[src/core/ser_pkg.sv]
package ser_pkg;

	localparam int          ADDR_W        = 8;
	localparam int          DATA_W        = 32;

	// Register offsets, one aligned word each
	localparam logic [7:0]  OFF_ESR       = 8'h00;
	localparam logic [7:0]  OFF_ESE       = 8'h04;
	localparam logic [7:0]  OFF_SRE       = 8'h08;
	localparam logic [7:0]  OFF_STB       = 8'h0C;
	localparam logic [7:0]  OFF_EVQ       = 8'h10;
	localparam logic [7:0]  OFF_EVQ_CNT   = 8'h14;
	localparam logic [7:0]  OFF_IRQ_STAT  = 8'h18;
	localparam logic [7:0]  OFF_IRQ_MASK  = 8'h1C;

	// Event status bit positions
	localparam int          ESR_OPC       = 0;
	localparam int          ESR_QYE       = 2;
	localparam int          ESR_DDE       = 3;
	localparam int          ESR_EXE       = 4;
	localparam int          ESR_CME       = 5;
	localparam int          ESR_PON       = 7;
	localparam logic [7:0]  ESR_M_OPC     = 8'h01 << ESR_OPC;
	localparam logic [7:0]  ESR_M_QYE     = 8'h01 << ESR_QYE;
	localparam logic [7:0]  ESR_M_DDE     = 8'h01 << ESR_DDE;
	localparam logic [7:0]  ESR_M_EXE     = 8'h01 << ESR_EXE;
	localparam logic [7:0]  ESR_M_CME     = 8'h01 << ESR_CME;
	localparam logic [7:0]  ESR_RST       = 8'h01 << ESR_PON;

	// Status byte bit positions
	localparam int          STB_EAV       = 2;
	localparam int          STB_MAV       = 4;
	localparam int          STB_ESB       = 5;
	localparam int          STB_MSS       = 6;
	localparam logic [7:0]  STB_M_MSS     = 8'h01 << STB_MSS;

	localparam logic [31:0] MASK_MAX      = 32'h000000FF;

	// Event queue
	localparam int          EVQ_DEPTH     = 10;
	localparam int          PTR_W         = 4;
	localparam logic [3:0]  EVQ_LAST      = 4'h9;
	localparam logic [3:0]  EVQ_FULL      = 4'hA;

	// Interrupt status bits
	localparam int          IRQ_W         = 3;
	localparam int          IRQ_SRQ       = 0;
	localparam int          IRQ_OVF       = 1;
	localparam int          IRQ_NEW       = 2;

	localparam logic [7:0]  BOARD_ADDR    = 8'h00;
	localparam logic [7:0]  SLOT_BASE     = 8'h01;

	// Error codes, two's complement
	localparam logic [15:0] CODE_SYNTAX   = 16'hFF9A;
	localparam logic [15:0] CODE_BAD_CHAR = 16'hFF87;
	localparam logic [15:0] CODE_EXP_BIG  = 16'hFF85;
	localparam logic [15:0] CODE_EXEC     = 16'hFF38;
	localparam logic [15:0] CODE_TRIG_IGN = 16'hFF2D;
	localparam logic [15:0] CODE_INIT_IGN = 16'hFF2B;
	localparam logic [15:0] CODE_RANGE    = 16'hFF22;
	localparam logic [15:0] CODE_TOO_MUCH = 16'hFF21;
	localparam logic [15:0] CODE_SHIFT_HW = 16'hFF10;
	localparam logic [15:0] CODE_UNK_MOD  = 16'hFF0F;
	localparam logic [15:0] CODE_QOVF     = 16'hFEA2;

	typedef enum logic [3:0] {
		ERR_SYNTAX, ERR_BAD_CHAR, ERR_EXP_BIG, ERR_EXEC_RSVD,
		ERR_TRIG_IGN, ERR_INIT_IGN, ERR_RANGE, ERR_TOO_MUCH,
		ERR_SHIFT_VFY, ERR_UNK_MOD, ERR_QUEUE_OVF
	} ser_err_t;

	typedef struct packed {
		logic [15:0] code;
		logic [7:0]  maddr;
	} ser_entry_t;

	typedef struct packed {
		logic        valid;
		ser_err_t    id;
		logic [3:0]  slot;
	} ser_err_req_t;

	typedef struct packed {
		logic [7:0]       esr;
		logic [7:0]       ese;
		logic [7:0]       sre;
		logic             mav;
		logic             rej_pend;
		logic [PTR_W-1:0] wptr;
		logic [PTR_W-1:0] rptr;
		logic [PTR_W-1:0] cnt;
		logic [IRQ_W-1:0] irq_stat;
		logic [IRQ_W-1:0] irq_mask;
		logic             srq_prev;
		logic [31:0]      rd_data;
		logic             evq_sel;
	} ser_state_t;

	localparam ser_state_t SER_RST = '{esr: ESR_RST, default: '0};

	function automatic logic [15:0] err_code(input ser_err_t e);
		case (e)
			ERR_SYNTAX:    err_code = CODE_SYNTAX;
			ERR_BAD_CHAR:  err_code = CODE_BAD_CHAR;
			ERR_EXP_BIG:   err_code = CODE_EXP_BIG;
			ERR_EXEC_RSVD: err_code = CODE_EXEC;
			ERR_TRIG_IGN:  err_code = CODE_TRIG_IGN;
			ERR_INIT_IGN:  err_code = CODE_INIT_IGN;
			ERR_RANGE:     err_code = CODE_RANGE;
			ERR_TOO_MUCH:  err_code = CODE_TOO_MUCH;
			ERR_SHIFT_VFY: err_code = CODE_SHIFT_HW;
			ERR_UNK_MOD:   err_code = CODE_UNK_MOD;
			ERR_QUEUE_OVF: err_code = CODE_QOVF;
			default:       err_code = CODE_EXEC;
		endcase
	endfunction

	function automatic logic [7:0] err_bit(input ser_err_t e);
		case (e)
			ERR_SYNTAX, ERR_BAD_CHAR, ERR_EXP_BIG:
				err_bit = ESR_M_CME;
			ERR_QUEUE_OVF:
				err_bit = ESR_M_DDE;
			default:
				err_bit = ESR_M_EXE;
		endcase
	endfunction

endpackage

[src/core/ser_evq_mem.sv]
`timescale 1ns/1ps
module ser_evq_mem (
	input  wire logic                      core_clk,
	input  wire logic                      ce,
	input  wire logic                      we,
	input  wire logic [ser_pkg::PTR_W-1:0] waddr,
	input  wire ser_pkg::ser_entry_t       wdata,
	input  wire logic [ser_pkg::PTR_W-1:0] raddr,
	output ser_pkg::ser_entry_t            rdata
);
	import ser_pkg::*;

	// No reset on the array; the pointers guard stale slots
	ser_entry_t mem [EVQ_DEPTH];

	always_ff @(posedge core_clk) begin
		if (ce) begin
			if (we) begin
				mem[waddr] <= wdata;
			end
			rdata <= mem[raddr];
		end
	end

endmodule

[src/core/ser_core.sv]
`timescale 1ns/1ps
// Contract
// - An error input sets its event status bit and appends a queue entry (overflow entry over the newest when full); opc_done and query_err set bits only.
// - Event summary bit is set when any status bit is enabled by mask.
// - Placing output into the output queue sets message-available.
// - Enabled status byte bit sets master summary and raises service request.
// - Parse errors carry negative command codes and set event bit 5.
// - Execution errors carry execution codes and set event bit 4.
// - Queue overflow is a device error with its code, sets bit 3.
// - Event enable and request mask loads above 255 are rejected and logged as out of range.
// - Module address is one for carrier slot, plus one per slot right.
// - Buffer and list overflows report the too-much-data code.
// - Shift readback failure and unknown module have distinct hardware codes.
// - Reading event status returns the bits, then clears them all.
// - Event queue holds ten entries first-in first-out, reads remove.
// - Request mask bit 4 enables message-available, bit 5 event summary.
module ser_core (
	input  wire logic                       core_clk,
	input  wire logic                       rst_n,
	input  wire logic                       ce,
	input  wire logic [ser_pkg::ADDR_W-1:0] bus_addr,
	input  wire logic [ser_pkg::DATA_W-1:0] bus_wdata,
	input  wire logic                       bus_wr,
	input  wire logic                       bus_rd,
	output logic      [ser_pkg::DATA_W-1:0] bus_rdata,
	input  wire ser_pkg::ser_err_req_t      err_in,
	output logic                            err_ready,
	input  wire logic                       opc_done,
	input  wire logic                       query_err,
	input  wire logic                       oq_put,
	input  wire logic                       oq_empty,
	output logic      [7:0]                 status_byte,
	output logic                            srq,
	output logic                            irq
);
	import ser_pkg::*;

	ser_state_t           s_q;
	ser_state_t           s_d;
	ser_entry_t           mem_rdata;
	ser_entry_t           mem_wdata;
	ser_entry_t           new_ent;
	logic [PTR_W-1:0]     mem_waddr;
	logic                 mem_we;
	logic                 acc;
	logic                 push;
	logic                 pop;
	logic                 full;
	logic                 rd_clr;
	logic [7:0]           esr_set;
	logic [7:0]           acc_mask;
	logic [IRQ_W-1:0]     irq_set;
	logic [IRQ_W-1:0]     irq_clr;
	logic [7:0]           stb_w;
	logic                 srq_w;

	function automatic logic reg_hit(input logic [7:0] a,
		input logic [7:0] off);
		reg_hit = (a == off);
	endfunction

	function automatic logic [PTR_W-1:0] ptr_inc(input logic [PTR_W-1:0] p);
		ptr_inc = (p == EVQ_LAST) ? '0 : PTR_W'(p + 1'b1);
	endfunction

	function automatic logic [PTR_W-1:0] ptr_dec(input logic [PTR_W-1:0] p);
		ptr_dec = (p == '0) ? EVQ_LAST : PTR_W'(p - 1'b1);
	endfunction

	// Status byte without its master summary bit
	always_comb begin
		stb_w = 8'h00;
		stb_w[STB_EAV] = (s_q.cnt != '0);
		stb_w[STB_MAV] = s_q.mav;
		stb_w[STB_ESB] = |(s_q.esr & s_q.ese);
	end

	// Bit 6 of the request mask cannot feed back into itself
	assign srq_w = |(stb_w & s_q.sre & ~STB_M_MSS);
	assign srq = srq_w;
	assign status_byte = stb_w | (srq_w ? STB_M_MSS : 8'h00);
	assign irq = |(s_q.irq_stat & s_q.irq_mask);

	// A pending mask reject takes the queue port for one cycle
	assign err_ready = !s_q.rej_pend;
	assign acc = err_in.valid && err_ready;
	assign push = s_q.rej_pend || acc;
	assign pop = bus_rd && reg_hit(bus_addr, OFF_EVQ) &&
		(s_q.cnt != '0);
	// A pop in the same cycle frees a slot, so no overflow then
	assign full = (s_q.cnt == EVQ_FULL) && !pop;
	assign rd_clr = bus_rd && reg_hit(bus_addr, OFF_ESR);
	assign acc_mask = acc ? err_bit(err_in.id) : 8'h00;
	assign irq_clr = (bus_wr && reg_hit(bus_addr, OFF_IRQ_STAT)) ?
		bus_wdata[IRQ_W-1:0] : '0;

	always_comb begin
		new_ent.code = CODE_RANGE;
		new_ent.maddr = BOARD_ADDR;
		if (!s_q.rej_pend) begin
			new_ent.code = err_code(err_in.id);
			new_ent.maddr = SLOT_BASE + {4'h0, err_in.slot};
		end
	end

	always_comb begin
		s_d = s_q;
		s_d.rej_pend = 1'b0;
		esr_set = 8'h00;
		irq_set = '0;
		mem_we = 1'b0;
		mem_waddr = s_q.wptr;
		mem_wdata = new_ent;

		if (push) begin
			mem_we = 1'b1;
			irq_set[IRQ_NEW] = 1'b1;
			esr_set = s_q.rej_pend ? ESR_M_EXE : err_bit(err_in.id);
			if (full) begin
				// Oldest entries survive; newest marks the loss
				mem_waddr = ptr_dec(s_q.wptr);
				mem_wdata.code = CODE_QOVF;
				mem_wdata.maddr = BOARD_ADDR;
				esr_set = esr_set | ESR_M_DDE;
				irq_set[IRQ_OVF] = 1'b1;
			end else begin
				s_d.wptr = ptr_inc(s_q.wptr);
			end
		end

		if (pop) begin
			s_d.rptr = ptr_inc(s_q.rptr);
		end
		case ({push && !full, pop})
			2'b10: s_d.cnt = PTR_W'(s_q.cnt + 1'b1);
			2'b01: s_d.cnt = PTR_W'(s_q.cnt - 1'b1);
			default: s_d.cnt = s_q.cnt;
		endcase

		if (opc_done) begin
			esr_set = esr_set | ESR_M_OPC;
		end
		if (query_err) begin
			esr_set = esr_set | ESR_M_QYE;
		end
		// New events win over the clear of a read
		s_d.esr = (rd_clr ? 8'h00 : s_q.esr) | esr_set;

		s_d.mav = oq_put || (s_q.mav && !oq_empty);

		irq_set[IRQ_SRQ] = srq_w && !s_q.srq_prev;
		s_d.srq_prev = srq_w;
		s_d.irq_stat = (s_q.irq_stat & ~irq_clr) | irq_set;

		if (bus_wr) begin
			case (bus_addr)
				OFF_ESE: begin
					if (bus_wdata > MASK_MAX) begin
						s_d.rej_pend = 1'b1;
					end else begin
						s_d.ese = bus_wdata[7:0];
					end
				end
				OFF_SRE: begin
					if (bus_wdata > MASK_MAX) begin
						s_d.rej_pend = 1'b1;
					end else begin
						s_d.sre = bus_wdata[7:0];
					end
				end
				OFF_IRQ_MASK: begin
					s_d.irq_mask = bus_wdata[IRQ_W-1:0];
				end
				default: begin
				end
			endcase
		end

		s_d.rd_data = 32'h00000000;
		s_d.evq_sel = 1'b0;
		if (bus_rd) begin
			case (bus_addr)
				OFF_ESR:      s_d.rd_data = {24'h000000, s_q.esr};
				OFF_ESE:      s_d.rd_data = {24'h000000, s_q.ese};
				OFF_SRE:      s_d.rd_data = {24'h000000, s_q.sre};
				OFF_STB:      s_d.rd_data = {24'h000000, status_byte};
				OFF_EVQ:      s_d.evq_sel = (s_q.cnt != '0);
				OFF_EVQ_CNT:  s_d.rd_data = {28'h0000000, s_q.cnt};
				OFF_IRQ_STAT: s_d.rd_data = {29'h00000000, s_q.irq_stat};
				OFF_IRQ_MASK: s_d.rd_data = {29'h00000000, s_q.irq_mask};
				default:      s_d.rd_data = 32'h00000000;
			endcase
		end
	end

	always_ff @(posedge core_clk or negedge rst_n) begin
		if (!rst_n) begin
			s_q <= SER_RST;
		end else if (ce) begin
			s_q <= s_d;
		end
	end

	// Entry data come straight from the memory's output register
	assign bus_rdata = s_q.evq_sel ? {1'b1, 7'h00, mem_rdata} :
		s_q.rd_data;

	ser_evq_mem u_evq (
		.core_clk (core_clk),
		.ce       (ce),
		.we       (mem_we),
		.waddr    (mem_waddr),
		.wdata    (mem_wdata),
		.raddr    (s_q.rptr),
		.rdata    (mem_rdata)
	);
endmodule

[config.mk]
export PLATFORM = sky130hd
export DESIGN_NAME = ser_core
export DESIGN_NICKNAME = d
export VERILOG_FILES = /design/src/core/ser_pkg.sv /design/src/core/ser_evq_mem.sv /design/src/core/ser_core.sv
export SDC_FILE = /design/constraint.sdc
export NUM_CORES = 1
export LEC_CHECK = 0
export BUFFER_PORTS_ARGS = -buffer_cell sky130_fd_sc_hd__clkbuf_2
export CAP_MARGIN = 10
export CORE_MARGIN = 2
export CORE_UTILIZATION = 37
export DETAILED_ROUTE_END_ITERATION = 10
export PLACE_DENSITY = 0.64
export RECOVER_POWER = 25
export SYNTH_ARGS = -nofsm -noshare
export SYNTH_HDL_FRONTEND = slang
export SYNTH_SLANG_ARGS = --single-unit
[constraint.sdc]
create_clock -name core_clk -period 5.57 [get_ports core_clk]
set_clock_uncertainty 0.15 [all_clocks]
set_input_delay 0.2785 -clock core_clk [delete_from_list [all_inputs] [get_ports core_clk]]
set_output_delay 0.2785 -clock core_clk [all_outputs]
set_load 0.01 [all_outputs]
==> summary.txt, run 1 <==
Logic synthesis
  – Avg Synthesized Cell Area: 14.9 µm²
  – Post-Synth Simple-Gate Area: 0.0926
  – Post-synthesis mux area share: 0.134
  – Register area share after synthesis: 0.639
  – Synth async-reset ratio: 0.267
  – Compound-gate portion of the synthesized area: 0.0739
  – Synth Flop Type: edfxtp_1
  – Netlist Area Pre-Place: about 0.0088 mm²
  – #FFs+latches synth: just under 200
  – Synth Area in Adders: 0.0100
  – Largest area contributor in the netlist: edfxtp_1
  – Post-synth EDFFs: roughly 140
  – Top-area cell type share of the netlist area: 0.490
  – Netlist cell types: 65
  – Xor/xnor cell area share of the yosys netlist: 0.0110
  – Synth Instances: just under 600
  – Combinational family with the most area after synthesis: multiplexers
  – Syn. warnings: 0
  – Synth area leaders: edfxtp_1, dfrtp_1, mux4_2

Global route
  – Initial antenna violation count: 1
  – Total GRT Usage: 0.164
  – Grt ovf: 0
  – First-pass GRT wire length: 30.3 mm
  – Vias in the first global route: between 5000 and 6000
  – Pin count of the biggest net entering global routing: 53

Pwr
  – Int Power: between 0.002 and 0.0025 W
  – Psw: between 0.0009 and 0.001 W
  – Sequential power share: 0.517
  – Peak supply drop: about 0.22 mV
  – Comb power frac: 0.111
  – Leakage: around 3.7 nW
  – Clock power frac: 0.372
  – Sw Share: 0.285
  – PwrDens: 340 mW/mm²

Critical path
  – CP Data Arrival Time: around 3800 ps
  – Largest fanout on the critical path: 27
  – Setup crit end kind: flop
  – Reg2reg setup slack: approximately 2000 ps
  – Crit path kind: in -> reg
  – Worst r2r src: s_q[41]
  – FF-to-FF path depth: 5
  – Critical R2R Capture: u_evq.mem[3][15]
  – Crit path launch type: input pin
  – Required time of the critical path: about 5500 ps

Timing
  – Post-layout min period: slightly below 4000 ps
  – Highest Clock Rate: 259 MHz
  – Setup_tns: 0 ps
  – Endpoints failing hold: 0
  – Tcrit/Tclk final: 0.693
  – Worst-margin pin slew: roughly 2800 ps
  – Setup ws final: between 1500 and 2000 ps
  – Rel. slew slack: -0.874
  – Setup violations, final: 0
  – Max Slew Vio Count: around 80
  – RSZ-0062 raised after global routing: no

Clocking
  – Setup bufs post-CTS: 0
  – Clock sink count: a little under 200
  – Clock Path Buffers: 2
  – H-tree levels: 4
  – CTS tree: yes
  – Num CTS Buffers: 17
  – Clock Tree Root: clkbuf_16
  – Clk_lat worst skew: 440 ps
  – Worst-path clk slew: about 80 ps

Final layout
  – Fill count: around 2100
  – Fraction of layout cells with a size suffix above 1: 0.267
  – Area grow syn2layout: 16.0%
  – Area occupied by multi-input gates: between 0.002 and 0.003 mm²
  – Nets: about 740
  – Post-route cell area: between 0.01 and 0.015 mm²
  – Antenna diode count: 0
  – Post-layout util: 0.435
  – Sequential cell area: 0.00560 mm²

Drt
  – # DRC: 0
  – DR vias: roughly 5400
  – Avg WL per Cell: approximately 20 µm
  – Pre-Repair DR Iteration Count: 7
  – Drt via density: roughly 5.3
  – Initial DRC count: 630
  – Post-route ant nets: 0
  – Total Routed Length: between 20 and 25 mm

Floorplan
  – Full die area: between 0.02 and 0.025 mm²
  – Initial core utilization: 0.375
  – Die extent in y: around 160 µm
  – Total core area: roughly 0.023 mm²
  – IO Pins: 101
  – Row cnt: between 50 and 60
  – Die width: about 160 µm

Run
  – Max-cap check violation count: 2

Placed design
  – Setup WS pre-CTS: 1940 ps
  – DP Area: ~0.0094 mm²
  – Routability cong.: around 0.86
  – I/O Buffers: 88
  – DP HPWL: ~14 mm

Worst hold path
  – Hold crit path type: in -> reg
  – Hold path endpoint: s_q[52]
  – Hold Crit Depth: 3
  – Hold Path Origin: bus_wr

Run status
  – Outcome: finished with violations
  – Failing checks: capacitance limit, slew limit
## stage by stage
| step | hold WS, ps | power (W) | instances |
|---|---|---|---|
| final | 181 | 0.00345 | 1004 |
| after global routing | 177 | 0.00358 | 1004 |
| after CTS | 181 | 0.00347 | 1003 |
| after detailed placement | 296 | 0.00219 | 958 |
| after global placement | 271 | 0.00216 | 958 |
| after floorplan | -167 | 0.00205 | 598 |
## power by group through the flow
stage	combinational [W]	sequential, W	clock (W)
2_1_floorplan	0.000305	0.00174	0
3_3_place_gp	0.000357	0.00180	0
3_5_place_dp	0.000374	0.00181	0
4_1_cts	0.000384	0.00178	0.00131
5_1_grt	0.000420	0.00180	0.00136
6_report	0.000383	0.00178	0.00129
## cell families (layout without fill, tap and decap cells)
kind of cell	after synthesis	count (layout)
other	1	12
DFF	195	195
muxes	77	77
adders and majority gates	7	7
and+or+nand+nor	142	142
buffers and inverters	63	150
xor gates and xnor gates	11	11
AOI/OAI and AO/OA	91	91
## cells in the mapped netlist (4+ instances only)
cell type,n
a211oi_1,15
a21o_1,4
a21oi_1,23
a22o_1,8
a22oi_1,4
and2_1,24
buf_1,4
buf_2,5
buf_4,22
clkbuf_1,20
dfrtp_1,51
edfxtp_1,143
ha_1,7
inv_1,10
mux2_2,30
mux2i_1,18
mux4_2,28
nand2_1,26
nand3_1,12
nor2_1,24
nor2b_1,11
nor3_1,8
nor4_1,6
o21ai_0,8
xor2_1,8
## final cells by class
class,instances,area share
inverters,10,0.00370
clock buffers,17,0.0419
flip-flops and latches,195,0.551
repair buffers,108,0.0592
clock inverters,15,0.0217
multi-input cells,340,0.283
well taps,319,0.0393
## critical path: stages
cell	delay, ps
clkbuf_1	1080
o21ai_0	850
nor2_1	330
nand3_1	250
nor2_1	940
## what timing repair did
item	in CTS	in global routing
hold buffers	13	0
endpoints found under the hold margin	74	0
resized for setup	0	0
## layer usage
layer / routed length, µm / vias up / track usage
li1: - / 2413 / -
met1: 8620 / 2696 / 0.211
met2: 9750 / 213 / 0.275
met3: 1380 / 26 / 0.0386
met4: 367 / 2 / 0.0532
met5: 13 / - / 0
## how the worst max path moves through the flow
stage / from / end / slack, ps / depth (start not counted)
floorplan: s_q[41] / u_evq.mem[1][0] / 1550 / 8
global placement: s_q[41] / u_evq.mem[3][10] / 2040 / 5
detailed placement: s_q[41] / u_evq.mem[3][0] / 1940 / 5
CTS: s_q[41] / u_evq.mem[6][13] / 1910 / 5
global route: ce / u_evq.mem[0][12] / 1420 / 5
finish: ce / u_evq.mem[4][0] / 1710 / 5
## registers in the layout (all words and copies together), names as in the netlist
register / count
s_q: 52
u_evq.mem: 130
u_evq.rdata: 13
## layout by cell type (no fill, tap or decap), types with 3 or more instances in the layout
cell,netlist,routed
nand2_1,26,26
nand2b_1,3,3
clkbuf_16,0,17
conb_1,1,12
xor2_1,8,8
a211oi_1,15,15
nand3b_1,3,3
inv_1,10,10
o22ai_1,3,3
xnor2_1,3,3
or3_1,3,3
clkbuf_1,20,18
ha_1,7,7
o31ai_1,3,3
dfrtp_1,51,50
mux2_2,30,30
edfxtp_1,143,143
and2_0,0,4
a32o_1,3,3
nor2b_1,11,11
dlygate4sd3_1,0,13
nor3_2,2,3
buf_4,22,5
clkbuf_2,0,71
and2_1,24,20
a21o_1,4,4
nand3_1,12,12
nor3_1,8,7
inv_12,0,5
a21oi_1,23,23
nor2_1,24,24
nor4_1,6,6
mux4_2,28,28
a221oi_1,3,3
o21ai_0,8,9
mux2i_1,18,18
a22o_1,8,8
a22oi_1,4,4
clkinv_8,0,5
Note: power is estimated with default switching activity, not from simulation.
==> run 2: changes to the inputs <==
==> constraint.sdc (replaced) <==
create_clock -name core_clk -period 3.8 [get_ports core_clk]
set_clock_uncertainty 0.15 [all_clocks]
set_input_delay 0.19 -clock core_clk [delete_from_list [all_inputs] [get_ports core_clk]]
set_output_delay 0.19 -clock core_clk [all_outputs]
set_load 0.01 [all_outputs]
==> summary.txt, run 2 (synthesis results as in run 1) <==
Run status
  – Outcome: finished clean

Final layout
  – Finished Layout Cells: 1014 (+1.0%)
  – Nets: 747 (+1.4%)
  – Most common cell after layout, fill and taps aside: edfxtp_1
  – Post-route cell area: 0.0102 mm² (+0.25%)
  – Fraction of layout cells with a size suffix above 1: 0.273 (+0.00623)
  – Fill count: 2101 (+1.4%)
  – Area grow syn2layout: 16.3%
  – Most frequent cells in the layout: edfxtp_1, clkbuf_2, dfrtp_1, mux2_2, mux4_2
  – Top flop regs: u_evq.mem (130), s_q (52), u_evq.rdata (13)
  – Post-layout util: 0.436 (+0.00107)
  – Top reg by flops: u_evq.mem
  – Antenna diode count: 0 (unchanged)
  – Max reg flops: 130 (unchanged)

Clocking
  – Clock Path Buffers: 2 (unchanged)
  – Worst-path clk slew: 80 ps (about the same)
  – CTS tree: yes
  – Setup bufs post-CTS: 0 (unchanged)
  – H-tree levels: 4 (unchanged)
  – PostCTS Resize Cnt: 0 (unchanged)
  – Clock Tree Root: clkbuf_16
  – Post-CTS Hold Buffers: 13 (unchanged)
  – Num CTS Buffers: 17 (unchanged)
  – Clock sink count: 195 (unchanged)
  – Clk_lat worst skew: 430 ps (about the same)

Drt
  – Post-route ant nets: 0 (unchanged)
  – # DRC: 0 (unchanged)
  – Initial DRC count: 402 (-36%)
  – Total Routed Length: 19.5 mm (-2.9%)
  – Drt via density: 5.26 (-1.3%)
  – DR vias: 5331 (-0.36%)
  – Pre-Repair DR Iteration Count: 4 (-3)
  – Avg WL per Cell: 19.3 µm (-3.9%)

Timing
  – Max Slew Vio Count: 0 (-100%)
  – Worst-margin pin slew: 1090 ps (-1720 ps)
  – Setup_tns: 0 ps (unchanged)
  – Rel. slew slack: 0.270 (+1.14)
  – RSZ-0062 raised after global routing: no
  – Post-layout min period: between 3000 and 4000 ps
  – Tcrit/Tclk final: 0.922
  – Setup violations, final: 0 (unchanged)
  – Endpoints failing hold: 0 (unchanged)
  – Highest Clock Rate: approximately 290 MHz

Placed design
  – DP HPWL: 14.0 mm (-0.28%)
  – DP Area: 0.00948 mm² (+0.88%)
  – I/O Buffers: 88 (unchanged)
  – Routability cong.: 0.890 (+3.3%)
  – Inst Count DP: 969 (+1.1%)

Global route
  – Grt met3 use: 0.0378 (-0.000821)
  – Pin count of the biggest net entering global routing: 53 (unchanged)
  – Vias in the first global route: 5329 (+0.57%)
  – Met1 usage in global routing: 0.216 (+0.00463)
  – Most used routing layer: met2
  – Total GRT Usage: 0.162 (-0.00295)
  – Initial antenna violation count: 0 (-1)
  – First-pass GRT wire length: 30.0 mm (-1.2%)
  – GR Util met2: 0.258 (-0.0176)
  – Grt ovf: 0 (unchanged)

Critical path
  – Required time of the critical path: 3700 ps (-1770 ps)
  – Crit path launch type: flop
  – CP Data Arrival Time: 3400 ps (-360 ps)
  – Largest fanout on the critical path: 13 (-52%)
  – Setup crit end kind: flop
  – Crit path kind: reg -> reg

Floorplan
  – Full die area: 0.0249 mm² (unchanged)
  – Total core area: 0.0233 mm² (unchanged)
  – Initial core utilization: 0.375 (unchanged)
  – IO Pins: 101 (unchanged)
  – Die width: 158 µm (unchanged)
  – Die extent in y: 158 µm (unchanged)
  – Row cnt: 56 (unchanged)

Pwr
  – Leakage: 3.72 nW (+0.56%)
  – Peak supply drop: 0.450 mV (+100%)
  – PwrDens: 485 mW/mm² (+43%)

Run
  – Max-cap check violation count: 0 (-2)

Worst hold path
  – Hold crit path type: in -> reg
-- run 2: cell types whose count changed in the layout (fill, tap and decap cells not counted), moves of 2 or more --
cell,delta
and2_0,-2
inv_12,-4
clkinvlp_4,+2
buf_4,+10
clkbuf_1,+2
and2_1,+2
inv_8,+3
-- run 2: layout make-up --
type                       count  area [µm²]  area share
sequential                   195        5600       0.550
multi-input combinational    340        2880       0.282
timing repair buffer         118         668      0.0656
clock buffer                  17         425      0.0418
tap                          319         399      0.0392
clock inverter                15         179      0.0176
inverter                      10        37.5     0.00369
-- run 2: worst paths after layout --
path / endpoint / startpoint / depth (start not counted) / slack (ps)
max: u_evq.mem[6][3] / s_q[41] / 5 / 300
min: u_evq.mem[2][0] / err_in[0] / 2 / 80
max reg2reg: u_evq.mem[6][3] / s_q[41] / 5 / 300
min reg2reg: s_q[1] / s_q[1] / 1 / 330
max in group asynchronous: s_q[44] / rst_n / 3 / 2780
min in group asynchronous: s_q[33] / rst_n / 3 / 260
-- run 2: metal layers --
layer | up-vias | share of wire
met3 | 32 | 0.058
met1 | 2686 | 0.45
met4 | 0 | 0.021
met5 | - | 0
met2 | 178 | 0.47
li1 | 2435 | -
-- run 2: per-stage QoR --
stage / hold WS [ps] / setup slack, ps / power, W
after floorplan: -256 / 338 / 0.00300
after global placement: 187 / 483 / 0.00317
after detailed placement: 196 / 278 / 0.00320
after CTS: 71.9 / 265 / 0.00497
after global routing: 89.1 / 46.8 / 0.00512
final: 81.6 / 297 / 0.00494
-- run 2: critical path, cell delays in order, from the launching register on --
cell and delay (ps):
dfrtp_1 470, or4_1 640, and4_1 350, o31ai_1 370, nand3_1 250, nor2_1 890
-- run 2: power breakdown --
group | internal [W] | switching, W
clock | 0.000891 | 0.000880
combinational | 0.000236 | 0.000320
sequential | 0.00246 | 0.000150
total | 0.00359 | 0.00135
